$ cat src/shared/pwm_pkg.sv
// Package for the core power-mode controller: constants and states
package pwm_pkg;
   // Power control register layout
   localparam int PWM_CTRL_W = 8;
   localparam int PWM_IDLE_BIT = 0;
   localparam int PWM_STOP_BIT = 1;
   localparam logic [7:0] PWM_CTRL_RESET = 8'h00;
   // Program address taken after a reset wake
   localparam logic [15:0] PWM_RESET_VECTOR = 16'h0000;
   // Power-mode states
   typedef enum logic [1:0] {
      PWM_RUN,
      PWM_IDLE,
      PWM_STOP
   } pwm_state_t;
endpackage : pwm_pkg

$ cat src/rtl/pwm_power_modes.sv
// Core power-mode controller: run, idle and stop sequencing
// Function
// [RQ1] Idle bit set: halt CPU after instruction
// [RQ2] Idle keeps registers and memory unchanged
// [RQ3] Idle stops CPU only; clocks keep running (code drops osc_en and sys_clk_en in idle once the oscillator is shut down)
// [RQ4] Enabled interrupt or reset ends idle
// [RQ5] Interrupt wake clears idle bit, CPU resumes
// [RQ6] Interrupt serviced, then resume after idle write
// [RQ7] Reset wake: reset sequence, fetch at zero
// [RQ8] Software follows idle write with two-byte opcode
// [RQ9] Enabled watchdog runs in idle, resets
// [RQ10] Software may disable watchdog before idle
// [RQ11] Stop bit set: enter stop after instruction
// [RQ12] Stop halts CPU, oscillators and system clock
// [RQ13] Stop silences interrupts, timers; clock detector lives
// [RQ14] Only reset ends stop; restart at zero
// [RQ15] Software powers down analog parts before stop
// [RQ16] Oscillator off needs reset to restart
// [RQ17] Both bits together mean stop
module pwm_power_modes
(
   input wire logic clk,
   input wire logic rst_n,
   // Power control register write from the core
   input wire logic ctrl_wr,
   input wire logic [7:0] ctrl_wdata,
   // Writing instruction has completed
   input wire logic instr_done,
   // Any enabled interrupt pending
   input wire logic irq_pending,
   // Internal reset sources (watchdog, clock detector, others)
   input wire logic wdog_reset,
   input wire logic int_reset,
   // Software oscillator shutdown request
   input wire logic osc_off_req,
   // Power control register contents
   output logic [7:0] power_control_reg,
   // CPU halt and clock gates
   output logic cpu_halt,
   output logic periph_clk_en,
   output logic osc_en,
   output logic sys_clk_en,
   // Interrupt and timer gate, clock detector enable
   output logic irq_timer_en,
   output logic clk_detect_en,
   // Watchdog clock enable, wake strobe and reset request
   output logic wdog_clk_en,
   output logic irq_wake,
   output logic core_reset,
   output logic [15:0] fetch_addr
);
   // All state of the block
   typedef struct packed {
      pwm_pkg::pwm_state_t state;
      logic [7:0] ctrl;
      logic pend_idle;
      logic pend_stop;
      logic cpu_halt;
      logic periph_clk_en;
      logic osc_en;
      logic sys_clk_en;
      logic irq_timer_en;
      logic clk_detect_en;
      logic wdog_clk_en;
      logic irq_wake;
      logic core_reset;
      logic [15:0] fetch_addr;
      logic osc_dead;
   } pwm_regs_t;

   pwm_regs_t r;
   pwm_regs_t next_r;
   logic any_reset;

   // Reset from any internal source; the watchdog keeps running in idle
   assign any_reset = wdog_reset | int_reset; // see [RQ9]

   // Next-state logic
   always_comb
   begin
      next_r = r;
      next_r.irq_wake = 1'b0;
      next_r.core_reset = 1'b0;
      // Latch a write; entry waits for instruction completion
      if (ctrl_wr)
      begin
         next_r.ctrl = ctrl_wdata;
         // Stop wins when both bits arrive together
         if (ctrl_wdata[pwm_pkg::PWM_STOP_BIT])
         begin
            next_r.pend_stop = 1'b1; // see [RQ17]
         end
         else if (ctrl_wdata[pwm_pkg::PWM_IDLE_BIT])
         begin
            next_r.pend_idle = 1'b1;
         end
      end
      // Oscillator shutdown latches until reset
      if (osc_off_req)
      begin
         next_r.osc_dead = 1'b1; // see [RQ16]
      end
      // Reset: normal sequence, restart at vector
      if (any_reset)
      begin
         next_r = '0;
         next_r.state = pwm_pkg::PWM_RUN;
         next_r.ctrl = pwm_pkg::PWM_CTRL_RESET;
         next_r.core_reset = 1'b1; // see [RQ7], [RQ14]
         next_r.fetch_addr = pwm_pkg::PWM_RESET_VECTOR;
         next_r.periph_clk_en = 1'b1;
         next_r.osc_en = 1'b1;
         next_r.sys_clk_en = 1'b1;
         next_r.irq_timer_en = 1'b1;
         next_r.clk_detect_en = 1'b1;
         next_r.wdog_clk_en = 1'b1;
      end
      else
      begin
         unique case (r.state)
            pwm_pkg::PWM_RUN:
            begin
               // Enter once the writing instruction completes
               if ((next_r.pend_stop || r.pend_stop) && instr_done)
               begin
                  next_r.state = pwm_pkg::PWM_STOP; // see [RQ11]
                  next_r.pend_stop = 1'b0;
                  next_r.pend_idle = 1'b0;
               end
               else if ((next_r.pend_idle || r.pend_idle) && instr_done)
               begin
                  next_r.state = pwm_pkg::PWM_IDLE; // see [RQ1]
                  next_r.pend_idle = 1'b0;
               end
            end
            pwm_pkg::PWM_IDLE:
            begin
               // Interrupt wake clears the idle bit and resumes
               if (irq_pending)
               begin
                  next_r.state = pwm_pkg::PWM_RUN; // see [RQ4]
                  next_r.ctrl[pwm_pkg::PWM_IDLE_BIT] = 1'b0; // see [RQ5]
                  next_r.irq_wake = 1'b1; // see [RQ6]
               end
            end
            pwm_pkg::PWM_STOP:
            begin
               // Nothing but reset leaves stop
               next_r.state = pwm_pkg::PWM_STOP; // see [RQ14]
            end
            default:
            begin
               next_r.state = pwm_pkg::PWM_RUN;
            end
         endcase
         // Output gates follow the state being entered
         unique case (next_r.state)
            pwm_pkg::PWM_IDLE:
            begin
               // Only the CPU halts unless the oscillator is dead; state held by halting
               next_r.cpu_halt = 1'b1; // see [RQ2], [RQ3]
               next_r.periph_clk_en = 1'b1;
               next_r.osc_en = ~next_r.osc_dead;
               next_r.sys_clk_en = ~next_r.osc_dead;
               next_r.irq_timer_en = 1'b1;
               next_r.wdog_clk_en = 1'b1; // see [RQ9]
            end
            pwm_pkg::PWM_STOP:
            begin
               // Everything down but the clock detector
               next_r.cpu_halt = 1'b1; // see [RQ12]
               next_r.periph_clk_en = 1'b0;
               next_r.osc_en = 1'b0;
               next_r.sys_clk_en = 1'b0;
               next_r.irq_timer_en = 1'b0; // see [RQ13]
               next_r.wdog_clk_en = 1'b0;
            end
            default:
            begin
               // Run; a dead oscillator halts until reset
               next_r.cpu_halt = next_r.osc_dead; // see [RQ16]
               next_r.periph_clk_en = ~next_r.osc_dead;
               next_r.osc_en = ~next_r.osc_dead;
               next_r.sys_clk_en = ~next_r.osc_dead;
               next_r.irq_timer_en = ~next_r.osc_dead;
               next_r.wdog_clk_en = 1'b1;
            end
         endcase
         next_r.clk_detect_en = 1'b1; // see [RQ13]
      end
   end

   // State register, synchronous active-low reset
   always_ff @(posedge clk)
   begin
      if (!rst_n)
      begin
         r <= '0;
         r.state <= pwm_pkg::PWM_RUN;
         r.ctrl <= pwm_pkg::PWM_CTRL_RESET;
         r.core_reset <= 1'b1;
         r.fetch_addr <= pwm_pkg::PWM_RESET_VECTOR;
         r.periph_clk_en <= 1'b1;
         r.osc_en <= 1'b1;
         r.sys_clk_en <= 1'b1;
         r.irq_timer_en <= 1'b1;
         r.clk_detect_en <= 1'b1;
         r.wdog_clk_en <= 1'b1;
      end
      else
      begin
         r <= next_r;
      end
   end

   // Outputs straight from the state register
   assign power_control_reg = r.ctrl;
   assign cpu_halt = r.cpu_halt;
   assign periph_clk_en = r.periph_clk_en;
   assign osc_en = r.osc_en;
   assign sys_clk_en = r.sys_clk_en;
   assign irq_timer_en = r.irq_timer_en;
   assign clk_detect_en = r.clk_detect_en;
   assign wdog_clk_en = r.wdog_clk_en;
   assign irq_wake = r.irq_wake;
   assign core_reset = r.core_reset;
   assign fetch_addr = r.fetch_addr;
endmodule : pwm_power_modes

$ cat config.mk
export PLATFORM = sky130hd
export DESIGN_NAME = pwm_power_modes
export DESIGN_NICKNAME = d
export VERILOG_FILES = /design/src/shared/pwm_pkg.sv /design/src/rtl/pwm_power_modes.sv
export SDC_FILE = /design/constraint.sdc
export NUM_CORES = 1
export LEC_CHECK = 0
export BUFFER_PORTS_ARGS = -buffer_cell sky130_fd_sc_hd__buf_2
export CAP_MARGIN = 10
export CORE_UTILIZATION = 43
export DETAILED_ROUTE_END_ITERATION = 10
export GPL_TIMING_DRIVEN = 0
export HOLD_SLACK_MARGIN = 0.02
export PLACE_DENSITY = 0.77
export SYNTH_ARGS = -nofsm -noshare
export SYNTH_HDL_FRONTEND = slang
export SYNTH_SLANG_ARGS = --single-unit
$ cat constraint.sdc
create_clock -name clk -period 1.7 [get_ports clk]
set_input_delay 0.085 -clock clk [delete_from_list [all_inputs] [get_ports clk]]
set_output_delay 0.085 -clock clk [all_outputs]
set_load 0.05 [all_outputs]
==> flow_summary.ini <==
[run_status]
status = complete, no violations

[setup_path]
worstSetupEndpointType = flop
cp.required_ps = 1900
start_kind = flop
critical_path.slowest_cell = dfxtp_2
cp_data_arrival_time_ps = 1810
path_class = flop to flop
reg2reg_to = osc_en
crit_buf_inv = 0
crit_path_max_incr_delay_ps = 390
critical_path_depth = 5
reg2reg_depth = 5
reg2reg_from = r[36]
worstPathCellList = or3b_1 > and2_1 > ha_1 > o21ai_0 > nand2_1
setup.worst_path.start = r[36]
rrSetupSlack_ps = 90
critPathTopFamily = simple AND/OR/NAND/NOR gates
cp_max_fo = 6
crit_end = osc_en

[logic_synthesis]
synth_warnings = 0
yosysSeqAreaShare = 0.409
ys_async_sr_fraction = 0
synth_top_flop_cell = dfxtp_1
syn_avg_cell_area_um2 = 9.49
syn_area_um2 = 930
synthCells = 98
synth_edf_count = 0
yosys_register_bits = 19
ys_types = 24

[sta]
skew_ps = 5.04
post-route-period-util = 0.950
rsz0062_at_grt = false
whs_ps = 28.7
finalSetupViolations = 0
maxSlewViolCount = 0
finalHoldViolCount = 0
fin_crit_ps = 1610
setup_tns_ps = 0
max_freq_mhz = 619

[floorplan]
dieArea_um2 = 2350
die_x_um = 48.5
ios = 49
initial_core_util = 0.464
die_height_um = 48.5
rows = 16
core-area_um2 = 2000

[global_routing]
gr-total-overflow = 0
grt.total_usage = 0.139
grt_pass1_wl_um = 2530
antenna_found_initial = 0
grt_pass1_vias = 632
grt_max_degree = 13

[cts]
cts_tree = yes
clk_path_buf_depth = 2
clk_pin_slew_ps = 110
cts_sinks = 19
cts_buffers = 3
htree_num_levels = 1
clk_latency_ps = 290
root_buffer = clkbuf_4
cts_setup_buffers = 0

[finish]
final_common_cell = buf_2
final_cell_mix = 31 x buf_2, 27 x buf_4, 18 x dfxtp_1
num_antenna_cells = 0
nFillCells = 195
largest_reg_flops = 8
fin_nets = 172
drive_above_1_share = 0.464
syn2layout_area_growth_pct = 35.7

[run]
max-cap-violations = 0

[pwr]
vdd_ir_drop_max_v = 0.000381
p_leak_nw = 0.666
total_power_w = 0.000927
power.density_nw_per_um2 = 735

[placed_design]
hpwl_um = 1190
place_congestion = 0.723
portBuffers = 31

[detailed_routing]
wl_per_cell_um = 8.30
vias_per_cell = 3.96
ant_nets = 0
first_pass_iters = 4
first_iter_violations = 12
wl_um = 1490
route.vias.total = 713
post-route-drc-count = 0

[hold_path]
hold_class = input port to flop
## Yosys cell counts, types with 2 or more instances
master	n	area, um2
a21oi_2	2	17.5
conb_1	2	7.51
ha_1	2	25.0
a21oi_1	2	10.0
nor2_1	15	56.3
o21ai_0	2	10.0
mux2i_1	8	80.1
dfxtp_1	19	380
nand2_1	4	15.0
buf_4	27	203
buf_6	2	22.5
## worst min-delay path, stage by stage
cell and delay, ps:
buf_2 80, mux2i_1 60, nor2_1 70
## timing repair
action	CTS	global route
hold buffers	5	0
endpoints found under the setup margin	0	2
gates resized for setup	0	2
hold endpoints to repair	5	0
## area by class of cell
cell class / instances / area, um2 / area share
plain buffers: 29 / 225 / 0.179
clock buffers: 3 / 22.5 / 0.0179
clock inverters: 1 / 7.51 / 0.00595
inverters: 2 / 7.51 / 0.00595
multi-input cells: 63 / 378 / 0.300
flip-flops and latches: 19 / 382 / 0.303
well taps: 27 / 33.8 / 0.0268
repair buffers: 36 / 205 / 0.163
## layer usage
metal / vias up / part of all wire / global-route usage
li1: 385 / - / -
met1: 303 / 0.43 / 0.155
met2: 25 / 0.51 / 0.246
met3: 0 / 0.060 / 0.0283
met4: 0 / 0 / 0.0735
met5: - / 0 / 0
## where the power goes
group	switching [W]	internal [W]
clock network	0.000139	0.0000895
registers	0.00000381	0.000454
logic	0.000158	0.0000827
total	0.000301	0.000626
## cells by family after synthesis
kind of cell | synth area share
buf+inv | 0.250
compound gates | 0.0619
other cells | 0.00808
simple gates | 0.157
mux | 0.0861
fa+ha+maj | 0.0269
flops | 0.409
## metrics by stage
step                      setup WS, ps  utilization  instance area [um2]  instances
after CTS                         39.5        0.627                 1250        180
final                             85.5        0.630                 1260        180
after global routing              13.4        0.630                 1260        180
after floorplan                    165            -                  986        113
after global placement            74.7        0.587                 1170        171
after detailed placement          52.0        0.587                 1170        171
## worst min-delay path by stage
stage	start	endpoint	depth (start not counted)
3_5_place_dp	wdog_reset	osc_en	3
3_3_place_gp	int_reset	osc_en	3
5_1_grt	ctrl_wdata[3]	power_control_reg[3]	3
2_1_floorplan	int_reset	osc_en	2
6_report	ctrl_wdata[3]	power_control_reg[3]	3
4_1_cts	ctrl_wdata[3]	power_control_reg[3]	3
(Power assumes the default switching activity.)
